<file path="src/rtl/cbsu_pkg.sv">
// shared constants of the clock buffer smbus upper register bank
// assumes a single 200 MHz clock and smbus pins synchronous to it
package cbsu_pkg;
    // ------------------------------------------------------------------
    // register indices
    // ------------------------------------------------------------------
    localparam logic [7:0] IDX_REV_VENDOR = 8'h05;
    localparam logic [7:0] IDX_PART_ID = 8'h06;
    localparam logic [7:0] IDX_READ_LEN = 8'h07;
    localparam logic [7:0] IDX_OUT_EN = 8'h08;
    localparam logic [7:0] IDX_RSVD_NINE = 8'h09;
    // ------------------------------------------------------------------
    // reset values and field layout
    // ------------------------------------------------------------------
    localparam logic [7:0] READ_LEN_RST = 8'h07;
    localparam logic [4:0] OUT_EN_RST = 5'h1F;
    localparam int OUT_EN_LSB = 0;
    localparam int OUT_EN_W = 5;
    localparam logic [7:0] OUT_EN_RSVD_RD = 8'h80;
    localparam logic [7:0] RSVD_NINE_RD = 8'h05;
    localparam logic [7:0] UNMAPPED_RD = 8'h00;
    // ------------------------------------------------------------------
    // smbus addressing: write address base, step of two per strap value
    // ------------------------------------------------------------------
    localparam logic [6:0] SMB_ADDR_BASE = 7'h68;
    localparam int STRAP_W = 3;
    // ------------------------------------------------------------------
    // state types
    // ------------------------------------------------------------------
    typedef enum logic [2:0] {
        BIT_IDLE = 3'b000,
        BIT_RX = 3'b001,
        BIT_RACK = 3'b011,
        BIT_TX = 3'b010,
        BIT_TACK = 3'b110
    } cbsu_bit_st_t;
    typedef enum logic [2:0] {
        TR_IDLE = 3'b000,
        TR_ADDR = 3'b001,
        TR_CMD = 3'b011,
        TR_CNT = 3'b010,
        TR_WDATA = 3'b110,
        TR_READ = 3'b101
    } cbsu_tr_st_t;
endpackage : cbsu_pkg

</file>
<file path="src/rtl/cbsu_byte_if.sv">
// byte-level link between the smbus bit engine and the register bank
// assumes both ends share clk
`timescale 1ns/1ps
interface cbsu_byte_if;
    logic start;
    logic stop;
    logic rx_valid;
    logic [7:0] rx_byte;
    logic ack;
    logic tx;
    logic [7:0] tx_byte;
    logic tx_done;
    logic host_ack;
    modport engine (output start, stop, rx_valid, rx_byte, tx_done, host_ack,
                    input ack, tx, tx_byte);
    modport ctrl (input start, stop, rx_valid, rx_byte, tx_done, host_ack,
                  output ack, tx, tx_byte);
endinterface : cbsu_byte_if

</file>
<file path="src/rtl/cbsu_smbus_engine.sv">
// smbus bit engine: start/stop detection, byte shift in and out, ack slots
// assumes scl and sda already synchronous to clk; sda is open drain
`timescale 1ns/1ps
module cbsu_smbus_engine (
    input wire logic clk,
    input wire logic arst_n,
    input wire logic scl_in,
    input wire logic sda_in,
    output logic sda_out,
    output logic sda_oe,
    cbsu_byte_if.engine bus
);
    logic scl_q_r;
    logic sda_q_r;
    logic [3:0] cnt_r;
    logic [7:0] sh_r;
    logic ack_r;
    cbsu_pkg::cbsu_bit_st_t st_r;
    logic rise;
    logic fall;

    assign rise = ~scl_q_r & scl_in;
    assign fall = scl_q_r & ~scl_in;
    assign bus.start = scl_q_r & scl_in & sda_q_r & ~sda_in;
    assign bus.stop = scl_q_r & scl_in & ~sda_q_r & sda_in;
    assign bus.rx_byte = sh_r;
    // open drain: only ever pull low
    assign sda_out = 1'b0;

    always_ff @(posedge clk or negedge arst_n) begin
        if (!arst_n) begin
            scl_q_r <= 1'b1;
            sda_q_r <= 1'b1;
        end else begin
            scl_q_r <= scl_in;
            sda_q_r <= sda_in;
        end
    end

    always_ff @(posedge clk or negedge arst_n) begin
        if (!arst_n) begin
            st_r <= cbsu_pkg::BIT_IDLE;
            cnt_r <= 4'h0;
            sh_r <= 8'h00;
            sda_oe <= 1'b0;
            ack_r <= 1'b0;
            bus.rx_valid <= 1'b0;
            bus.tx_done <= 1'b0;
            bus.host_ack <= 1'b0;
        end else begin
            bus.rx_valid <= 1'b0;
            bus.tx_done <= 1'b0;
            if (bus.start) begin
                st_r <= cbsu_pkg::BIT_RX;
                cnt_r <= 4'h0;
                sda_oe <= 1'b0;
            end else if (bus.stop) begin
                st_r <= cbsu_pkg::BIT_IDLE;
                sda_oe <= 1'b0;
            end else begin
                case (st_r)
                    cbsu_pkg::BIT_RX: begin
                        if (rise) begin
                            sh_r <= {sh_r[6:0], sda_in};
                            cnt_r <= cnt_r + 4'h1;
                            bus.rx_valid <= (cnt_r == 4'h7);
                        end else if (fall && cnt_r == 4'h8) begin
                            // answer decided by the bank in the meantime
                            sda_oe <= bus.ack;
                            st_r <= bus.ack ? cbsu_pkg::BIT_RACK : cbsu_pkg::BIT_IDLE;
                        end
                    end
                    cbsu_pkg::BIT_RACK: begin
                        if (fall) begin
                            cnt_r <= 4'h0;
                            if (bus.tx) begin
                                sh_r <= bus.tx_byte;
                                sda_oe <= ~bus.tx_byte[7];
                                st_r <= cbsu_pkg::BIT_TX;
                            end else begin
                                sda_oe <= 1'b0;
                                st_r <= cbsu_pkg::BIT_RX;
                            end
                        end
                    end
                    cbsu_pkg::BIT_TX: begin
                        if (rise) begin
                            cnt_r <= cnt_r + 4'h1;
                        end else if (fall) begin
                            if (cnt_r == 4'h8) begin
                                sda_oe <= 1'b0;
                                st_r <= cbsu_pkg::BIT_TACK;
                            end else begin
                                sh_r <= {sh_r[6:0], 1'b0};
                                sda_oe <= ~sh_r[6];
                            end
                        end
                    end
                    cbsu_pkg::BIT_TACK: begin
                        if (rise) begin
                            ack_r <= ~sda_in;
                            bus.host_ack <= ~sda_in;
                            bus.tx_done <= 1'b1;
                        end else if (fall) begin
                            cnt_r <= 4'h0;
                            // a not-acknowledge ends the read; wait for stop
                            if (ack_r) begin
                                sh_r <= bus.tx_byte;
                                sda_oe <= ~bus.tx_byte[7];
                                st_r <= cbsu_pkg::BIT_TX;
                            end else begin
                                st_r <= cbsu_pkg::BIT_IDLE;
                            end
                        end
                    end
                    default: begin
                        sda_oe <= 1'b0;
                    end
                endcase
            end
        end
    end
endmodule : cbsu_smbus_engine

</file>
<file path="src/rtl/cbsu_upper_regs.sv">
// upper smbus register bank of a differential clock fanout buffer
// assumes an smbus host on scl/sda and address straps stable after reset
// Behaviour
// - index 5 read-only revision and vendor nibbles
// - index 7 writable block-read length
// - read length resets to seven
// - index 8 bits 4..0 gate outputs 18..14
// - address D0..DE in steps of two by straps
// - block read returns count, then bytes from index
`timescale 1ns/1ps
module cbsu_upper_regs #(
    // arbitrary identification values, not those of any part
    parameter logic [3:0] REVISION_CODE = 4'h3,
    parameter logic [3:0] VENDOR_CODE = 4'h5,
    parameter logic [7:0] PART_ID_RST = 8'hA5,
    // strap values that select bypass mode with the pll off
    parameter logic [7:0] BYPASS_STRAP_MASK = 8'hFF
) (
    input wire logic clk,
    input wire logic arst_n,
    input wire logic scl_in,
    input wire logic sda_in,
    output logic sda_out,
    output logic sda_oe,
    input wire logic [cbsu_pkg::STRAP_W-1:0] addr_strap,
    output logic pll_bypass,
    output logic clock_output_14_enable,
    output logic clock_output_15_enable,
    output logic clock_output_16_enable,
    output logic clock_output_17_enable,
    output logic clock_output_18_enable
);
    cbsu_byte_if bus ();

    logic [cbsu_pkg::STRAP_W-1:0] strap_r;
    logic strap_done_r;
    logic pll_bypass_r;
    logic [7:0] part_id_r;
    logic [7:0] read_len_r;
    logic [cbsu_pkg::OUT_EN_W-1:0] out_en_r;
    logic [7:0] idx_r;
    logic [7:0] wcount_r;
    logic ack_r;
    logic tx_r;
    logic [7:0] tx_byte_r;
    logic wr_en;
    logic [6:0] my_addr;
    cbsu_pkg::cbsu_tr_st_t st_r;

    // ------------------------------------------------------------------
    // bit engine and byte link
    // ------------------------------------------------------------------
    cbsu_smbus_engine u_engine (
        .clk(clk),
        .arst_n(arst_n),
        .scl_in(scl_in),
        .sda_in(sda_in),
        .sda_out(sda_out),
        .sda_oe(sda_oe),
        .bus(bus)
    );

    assign bus.ack = ack_r;
    assign bus.tx = tx_r;
    assign bus.tx_byte = tx_byte_r;

    // ------------------------------------------------------------------
    // read mux
    // ------------------------------------------------------------------
    function automatic logic [7:0] rd_byte(input logic [7:0] idx);
        logic [7:0] v;
        v = cbsu_pkg::UNMAPPED_RD;
        case (idx)
            cbsu_pkg::IDX_REV_VENDOR: v = {REVISION_CODE, VENDOR_CODE};
            cbsu_pkg::IDX_PART_ID: v = part_id_r;
            cbsu_pkg::IDX_READ_LEN: v = read_len_r;
            cbsu_pkg::IDX_OUT_EN: v = cbsu_pkg::OUT_EN_RSVD_RD | 8'(out_en_r);
            cbsu_pkg::IDX_RSVD_NINE: v = cbsu_pkg::RSVD_NINE_RD;
            default: v = cbsu_pkg::UNMAPPED_RD;
        endcase
        return v;
    endfunction : rd_byte

    // ------------------------------------------------------------------
    // address straps
    // ------------------------------------------------------------------
    // straps caught once after reset release, so a later pin change
    // cannot move the device on a live bus
    always_ff @(posedge clk or negedge arst_n) begin
        if (!arst_n) begin
            strap_r <= '0;
            strap_done_r <= 1'b0;
            pll_bypass_r <= 1'b0;
        end else if (!strap_done_r) begin
            strap_r <= addr_strap;
            strap_done_r <= 1'b1;
            pll_bypass_r <= BYPASS_STRAP_MASK[addr_strap];
        end
    end

    assign my_addr = cbsu_pkg::SMB_ADDR_BASE + 7'(strap_r);
    assign pll_bypass = pll_bypass_r;

    // ------------------------------------------------------------------
    // transaction sequencer
    // ------------------------------------------------------------------
    assign wr_en = (st_r == cbsu_pkg::TR_WDATA) && bus.rx_valid && (wcount_r != 8'h00);

    always_ff @(posedge clk or negedge arst_n) begin
        if (!arst_n) begin
            st_r <= cbsu_pkg::TR_IDLE;
            idx_r <= 8'h00;
            wcount_r <= 8'h00;
            ack_r <= 1'b0;
            tx_r <= 1'b0;
            tx_byte_r <= 8'h00;
        end else if (bus.start) begin
            // also a repeated start: index from the command byte is kept
            st_r <= cbsu_pkg::TR_ADDR;
            ack_r <= 1'b0;
            tx_r <= 1'b0;
        end else if (bus.stop) begin
            st_r <= cbsu_pkg::TR_IDLE;
            ack_r <= 1'b0;
            tx_r <= 1'b0;
        end else begin
            case (st_r)
                cbsu_pkg::TR_ADDR: begin
                    if (bus.rx_valid) begin
                        if (bus.rx_byte[7:1] == my_addr) begin
                            ack_r <= 1'b1;
                            tx_r <= bus.rx_byte[0];
                            tx_byte_r <= read_len_r;
                            st_r <= bus.rx_byte[0] ? cbsu_pkg::TR_READ : cbsu_pkg::TR_CMD;
                        end else begin
                            ack_r <= 1'b0;
                            st_r <= cbsu_pkg::TR_IDLE;
                        end
                    end
                end
                cbsu_pkg::TR_CMD: begin
                    if (bus.rx_valid) begin
                        idx_r <= bus.rx_byte;
                        ack_r <= 1'b1;
                        st_r <= cbsu_pkg::TR_CNT;
                    end
                end
                cbsu_pkg::TR_CNT: begin
                    if (bus.rx_valid) begin
                        wcount_r <= bus.rx_byte;
                        ack_r <= 1'b1;
                        st_r <= cbsu_pkg::TR_WDATA;
                    end
                end
                cbsu_pkg::TR_WDATA: begin
                    if (bus.rx_valid) begin
                        // bytes beyond the announced count are refused
                        ack_r <= wr_en;
                        if (wr_en) begin
                            idx_r <= idx_r + 8'h01;
                            wcount_r <= wcount_r - 8'h01;
                        end
                    end
                end
                cbsu_pkg::TR_READ: begin
                    // data bytes from index onward, one per host ack
                    // no stop at the count: the host ends the read by its nack
                    if (bus.tx_done && bus.host_ack) begin
                        tx_byte_r <= rd_byte(idx_r);
                        idx_r <= idx_r + 8'h01;
                    end
                end
                default: begin
                    ack_r <= 1'b0;
                end
            endcase
        end
    end

    // ------------------------------------------------------------------
    // writable registers
    // ------------------------------------------------------------------
    // index 5 has no write path
    // reserved bits and index 9 have no storage
    // index 6 is writable, so the part code is only a power-up default
    always_ff @(posedge clk or negedge arst_n) begin
        if (!arst_n) begin
            part_id_r <= PART_ID_RST;
            read_len_r <= cbsu_pkg::READ_LEN_RST;
            out_en_r <= cbsu_pkg::OUT_EN_RST;
        end else if (wr_en) begin
            case (idx_r)
                cbsu_pkg::IDX_PART_ID: part_id_r <= bus.rx_byte;
                cbsu_pkg::IDX_READ_LEN: read_len_r <= bus.rx_byte;
                // only the five gate bits store
                cbsu_pkg::IDX_OUT_EN:
                    out_en_r <= bus.rx_byte[cbsu_pkg::OUT_EN_LSB +: cbsu_pkg::OUT_EN_W];
                default: begin
                end
            endcase
        end
    end

    // ------------------------------------------------------------------
    // output enable pins
    // ------------------------------------------------------------------
    // only the gates leave the block; the output drivers sit outside it
    // zero places the output in high impedance
    assign clock_output_14_enable = out_en_r[0];
    assign clock_output_15_enable = out_en_r[1];
    assign clock_output_16_enable = out_en_r[2];
    assign clock_output_17_enable = out_en_r[3];
    assign clock_output_18_enable = out_en_r[4];
endmodule : cbsu_upper_regs

</file>
<file path="config.mk">
export PLATFORM = sky130hd
export DESIGN_NAME = cbsu_upper_regs
export DESIGN_NICKNAME = d
export VERILOG_FILES = /design/src/rtl/cbsu_pkg.sv /design/src/rtl/cbsu_byte_if.sv /design/src/rtl/cbsu_smbus_engine.sv /design/src/rtl/cbsu_upper_regs.sv
export SDC_FILE = /design/constraint.sdc
export NUM_CORES = 1
export LEC_CHECK = 0
export BUFFER_PORTS_ARGS = -buffer_cell sky130_fd_sc_hd__buf_2
export CORE_UTILIZATION = 40
export CTS_CLUSTER_SIZE = 20
export DETAILED_ROUTE_END_ITERATION = 8
export GPL_TIMING_DRIVEN = 0
export PLACE_DENSITY = 0.6
export SLEW_MARGIN = 40
export SYNTH_ARGS = -nofsm -noshare
export SYNTH_HDL_FRONTEND = slang
export SYNTH_SLANG_ARGS = --single-unit
</file>
<file path="constraint.sdc">
create_clock -name clk -period 4.5 [get_ports clk]
set_clock_uncertainty 0.05 [all_clocks]
set_input_delay 0.9 -clock clk [delete_from_list [all_inputs] [get_ports clk]]
set_output_delay 0.9 -clock clk [all_outputs]
set_load 0.1 [all_outputs]
</file>
==> results_dict.tcl, run 1 <==
set metrics [dict create \
    crit_required_ps 4690 \
    place_congestion 0.8197 \
    ys_types 66 \
    synth_warnings 0 \
    grt_pass1_wl_mm 16.50 \
    grt_max_degree 60 \
    synth.largest_area_cell "dfrtp_1" \
    crit_path_end_kind "flip-flop" \
    grt_antenna_before_repair 0 \
    fin_util_pct 45.70 \
    area_growth_pct 10.66 \
    clock_path_buffers 2 \
    cts_tree "built" \
    clk_pin_slew_ps 90 \
    m1WireLength_mm 4.519 \
    path_class "in -> reg" \
    htree_levels 3 \
    rrSetupSlack_ps 2020 \
    clock-sinks 76 \
    num_vias 3288 \
    critPathCapture "u_engine.bus.rx_byte[2]" \
    relSlewSlack_pct 50.65 \
    finalSetupViolations 0 \
    diodes 0 \
    drc 0 \
    status "finished clean" \
    dr.pass1.iters 7 \
    cts_buffers 9 \
    synth_commonest_cells "dfrtp_1 (62), mux2_2 (46), nand2_1 (32)" \
    ioPinCount 15 \
    cts_hold_buf 0 \
    hp-class "in -> async" \
    numPortBuffers 13 \
    die_h_um 105.5 \
    synthTopCellsByArea "dfrtp_1 (36%), mux2_2 (12%), dfstp_2 (8.6%), o21ai_0 (2.8%), nand2_1 (2.8%)" \
    wl_mm 9.753 \
    die-area_sq_mm 0.01113 \
    timing.rr.start "wcount_r[0]" \
    top_layer_used "met4" \
    total_power_uw 1781 \
    first_iter_violations 254 \
    ant_nets 0 \
    post-cts-setup-buffers 0 \
    crit_fanout 10 \
    dieWidth_um 105.5 \
    ys.flop_type "dfrtp_1" \
    grt_setup_unrepaired "no" \
    wl_met3_um 368 \
    p_per_area_mw_per_mm2 375.7 \
    cp_data_arrival_time_ps 2730 \
    startpoint "scl_in" \
    ctsResizeCount 0 \
    start_util_pct 41.30 \
    hold_violations 0 \
    leakage_uw 0.002053 \
    rows 37 \
    route.met2.wl_mm 4.755 \
    core_sq_mm 0.01037 \
    avgSynthCellArea_sq_um 10.27 \
    max_slew.worst_pin.slew_ps 735.3 \
    cts_root_buffer "clkbuf_8" \
    worstRegToRegCells 7 \
    vias_per_cell 5.640 \
    grt-ovfl-total 0 \
    ys_seq_area_share_pct 44.81 \
    grt_pass1_vias 3319 \
    syn_area_sq_mm 0.004283 \
    min_period_ps 2536 \
    worst_setup_path_start_kind "primary input" \
    fin_tns_setup_ps 0 \
    synth.most_common_cell "dfrtp_1" \
    syn_nets 431 \
    clock_latency_ps 350 \
    wl_per_cell_um 16.73 \
    timing.rr.end "part_id_r[6]" \
    synth_edf_count 0 \
    dp_hpwl_mm 6.947 \
    slew_violations 0 \
    synth_top_area_share_pct 36.23 \
    synth_cells 417 \
    async_flop_share_pct 100.0 \
    worst_ir_drop_vdd_mv 0.2142 \
    track_usage_pct 18.88 \
    drive_above_1_share_pct 25.28 \
    nets 456 \
    min_period_over_period_pct 56.35 \
    fmax_mhz 394.4 \
    max_cap_violations 0 \
    ys_ff_latch 76 \
]
## through the flow
stage / setup slack [ps] / cells / hold WS [ps] / area (sq um)
2_1_floorplan: 1971 / 417 / 417.1 / 4283
3_3_place_gp: 1598 / 566 / 405.5 / 4518
3_5_place_dp: 1547 / 567 / 405.7 / 4552
4_1_cts: 1903 / 583 / 313.4 / 4735
5_1_grt: 1861 / 583 / 312.0 / 4740
6_report: 1964 / 583 / 321.2 / 4740
## kinds of logic (layout without fill, tap and decap cells)
kind of cell / count (synthesis) / count (layout) / synth area share [%]
other cells: 2 / 2 / 0.1754
buf+inv: 40 / 70 / 4.148
xor+xnor: 5 / 5 / 1.022
flops: 76 / 76 / 44.81
compound gates: 115 / 115 / 18.96
simple gates: 117 / 117 / 14.64
mux: 55 / 55 / 14.20
fa+ha+maj: 7 / 7 / 2.045
## final cells by class
class,count,area [sq um]
multi-input combinational,301,2191
clock inverter,7,58.81
sequential,76,1919
buffer,23,113.9
clock buffer,9,123.9
inverter,17,63.81
fill,1045,5630
tap,136,170.2
timing repair buffer,14,98.84
## worst min-delay path by stage
stage                                 start               endpoint  slack, ps  cells past startpoint
final                                arst_n      u_engine.cnt_r[1]        320                      1
after global routing                 arst_n      u_engine.cnt_r[1]        310                      1
after detailed placement         pll_bypass             pll_bypass        410                      1
after CTS                            arst_n      u_engine.cnt_r[3]        310                      1
after global placement           pll_bypass             pll_bypass        410                      1
after floorplan           u_engine.cnt_r[3]  u_engine.bus.rx_valid        420                      1
## worst max-delay path: stages
cell and delay [ps]:
buf_2 100, buf_2 160, nand2b_4 180, o2bb2ai_1 150
a21oi_1 120, a2111oi_4 700, mux2_2 410
## state kept, by name, summed over array words and instances (netlist names), 3 cells and up
name and count:
st_r 3, wcount_r 8, u_engine.cnt_r 4, strap_r 3
u_engine.st_r 3, read_len_r 8, part_id_r 8, bus.tx_byte 8
out_en_r 5, u_engine.bus.rx_byte 8, idx_r 8
## layout by cell type, fill, tap and decap left out, drive strengths merged, types with 3 or more instances in the layout
| master | count |
|---|---|
| nor4 | 3 |
| ha | 7 |
| mux2i | 9 |
| a2bb2oi | 5 |
| nand2b | 7 |
| nor3 | 4 |
| mux2 | 46 |
| nor2b | 5 |
| a211oi | 5 |
| xor2 | 4 |
| buf | 27 |
| dfrtp | 62 |
| clkbuf | 19 |
| nand4b | 3 |
| a22o | 11 |
| a221oi | 5 |
| inv | 21 |
| and3b | 3 |
| a22oi | 10 |
| nand3b | 5 |
| nand2 | 34 |
| o22ai | 6 |
| nand3 | 10 |
| dfstp | 14 |
| o21ai | 26 |
| nor2 | 30 |
| a21oi | 22 |
| o31ai | 4 |
## metal layers
metal | global-route usage, % | up-vias
met2 | 31.20 | 71
met5 | 0 | -
li1 | - | 1571
met1 | 25.20 | 1638
met4 | 5.734 | 0
met3 | 3.340 | 8
## where the power goes
| part | internal (uW) | total, uW | switching, uW |
|---|---|---|---|
| sequential | 749 | 844 | 94.8 |
| combinational | 178 | 438 | 260 |
| clock | 210 | 499 | 288 |
| total | 1140 | 1780 | 643 |
(Power assumes the default switching activity.)
==> run 2, diff against run 1 <==
- clock period: 4.5 -> 2.4 ns (I/O delays scaled with it)
==> run 2 against run 1 <==
  * Utilization increased by 0.66 points
  * First-iteration DRC count decreased by 24%
  * Worst setup slack got worse by 1900 ps
  * Non-clock buffer count increased by 2
  * Register-to-register slack got worse by 1900 ps
  * Via count decreased by 0.40%
  * Flip-flop and latch count unchanged
  * Sequential share of layout area decreased by 0.55 points
  * Cell count increased by 0.34%
  * Die area unchanged
  * Power increased by 88%
  * Largest cell class unchanged
  * Largest power group unchanged
==> results_dict.tcl, run 2 (synthesis results as in run 1) <==
set metrics [dict create \
    cp_data_arrival_time_ps 2490 \
    wl_per_cell_um 16.81 \
    mostFrequentLayoutCell "dfrtp_1" \
    cts_root_buffer "clkbuf_8" \
    final_cell_mix "dfrtp_1 (61), mux2_2 (46), nand2_1 (32)" \
    dp_hpwl_mm 6.947 \
    numPortBuffers 13 \
    drive_above_1_share_pct 26.95 \
    post-place-ws_ps -132.8 \
    fin_util_pct 46.37 \
    num_vias 3275 \
    place_congestion 0.8197 \
    track_usage_pct 18.87 \
    first_iter_violations 193 \
    fillCellCount 1035 \
    htree_levels 3 \
    worst_setup_path_start_kind "flip-flop" \
    p_per_area_mw_per_mm2 695.7 \
    start_util_pct 41.30 \
    grt_pass1_vias 3315 \
    vias_per_cell 5.598 \
    final_area_sq_mm 0.004808 \
    wl_mm 9.836 \
    crit_required_ps 2590 \
    hold_ws_ps 182.2 \
    dr.pass1.iters 4 \
    ant_nets 0 \
    clock_path_buffers 2 \
    status "finished clean" \
    die-area_sq_mm 0.01113 \
    fmax_mhz 434.7 \
    min_period_over_period_pct 95.85 \
    core_sq_mm 0.01037 \
    grt_setup_unrepaired "no" \
    crit_fanout 9 \
    die_h_um 105.5 \
    diodes 0 \
    clk_pin_slew_ps 90 \
    clock-sinks 76 \
    grt_pass1_wl_mm 16.48 \
    grt_max_degree 60 \
    worst_ir_drop_vdd_mv 0.3618 \
    grt-ovfl-total 0 \
    rows 37 \
    max_slew.worst_pin.slew_ps 743.0 \
    grt_antenna_before_repair 0 \
    cts_buffers 9 \
    crit_path_end_kind "flip-flop" \
    drc 0 \
    dieWidth_um 105.5 \
    hold_violations 0 \
    relSlewSlack_pct 50.14 \
    hp-class "in -> reg" \
    slew_violations 0 \
    min_period_ps 2301 \
    max_cap_violations 0 \
    worst_slack_ps 99.50 \
    area_growth_pct 12.27 \
    finalSetupViolations 0 \
    nets 458 \
    cts_tree "built" \
    path_class "reg -> reg" \
    leakage_uw 0.002078 \
    clock_latency_ps 350 \
    ioPinCount 15 \
    dpl-instance-area_sq_mm 0.004552 \
]
[run 2: cell types whose count changed in the layout (fill, tap and decap cells not counted), sizes merged]
cell and delta:
clkbuf -3, buf +4, dlygate4sd3 +1
[run 2: worst paths after layout]
| kind | start | to | slack, ps | cells after the start |
|---|---|---|---|---|
| hold reg to reg | pll_bypass | pll_bypass | 430 | 1 |
| hold / removal | scl_in | u_engine.scl_q_r | 180 | 1 |
| setup reg to reg | u_engine.scl_q_r | u_engine.bus.rx_byte[2] | 100 | 5 |
| min in group asynchronous | arst_n | u_engine.cnt_r[1] | 480 | 2 |
| max in group asynchronous | arst_n | read_len_r[2] | 1230 | 3 |
| setup / recovery | u_engine.scl_q_r | u_engine.bus.rx_byte[2] | 100 | 5 |
[run 2: area by class of cell]
cell class                      count  area, sq um  area share (%)
Inverter                           17        63.81           1.327
Timing Repair Buffer               19        138.9           2.888
Clock inverter                      7        58.81           1.223
Buffer                             20        102.6           2.134
Multi-Input combinational cell    301         2230           46.37
Clock buffer                        9        123.9           2.576
Tap cell                          136        170.2           3.539
Sequential cell                    76         1921           39.94
[run 2: report_power, final]
group / total, uW / switching, uW / leakage [uW] / internal (uW)
Clock: 934 / 540 / 0.0000925 / 394
Sequential: 1630 / 222 / 0.000939 / 1410
Combinational: 782 / 444 / 0.00105 / 338
Total: 3340 / 1210 / 0.00208 / 2140
[run 2: stage by stage]
step	total power, uW	instances	setup TNS (ps)
detailed placement	2441	567	-1404
finish	3345	585	0
global placement	2415	566	-696.3
CTS	3386	583	0
floorplan	2159	417	0
global route	3551	585	0
[run 2: timing repair]
action,CTS,global route
hold buffers,1,0
gates resized for setup,2,5
setup endpoints to repair,23,37
pin swaps,1,3
endpoints found under the hold margin,17,0
buffers inserted,0,4
[run 2: critical path, cell delays in order, from the launching register on]
cell and delay (ps):
dfstp_2 630, nand2b_4 100, o2bb2ai_1 150, a21oi_1 120, a2111oi_4 730, mux2_2 420
[run 2: per-layer routing]
layer | wire length, um | track usage (%) | share of wire, % | vias up
li1 | - | - | - | 1576
met1 | 4622 | 25.20 | 47 | 1623
met2 | 4772 | 31.16 | 49 | 67
met3 | 315 | 3.340 | 3.2 | 9
met4 | 125 | 5.734 | 1.3 | 0
met5 | 0 | 0 | 0 | -
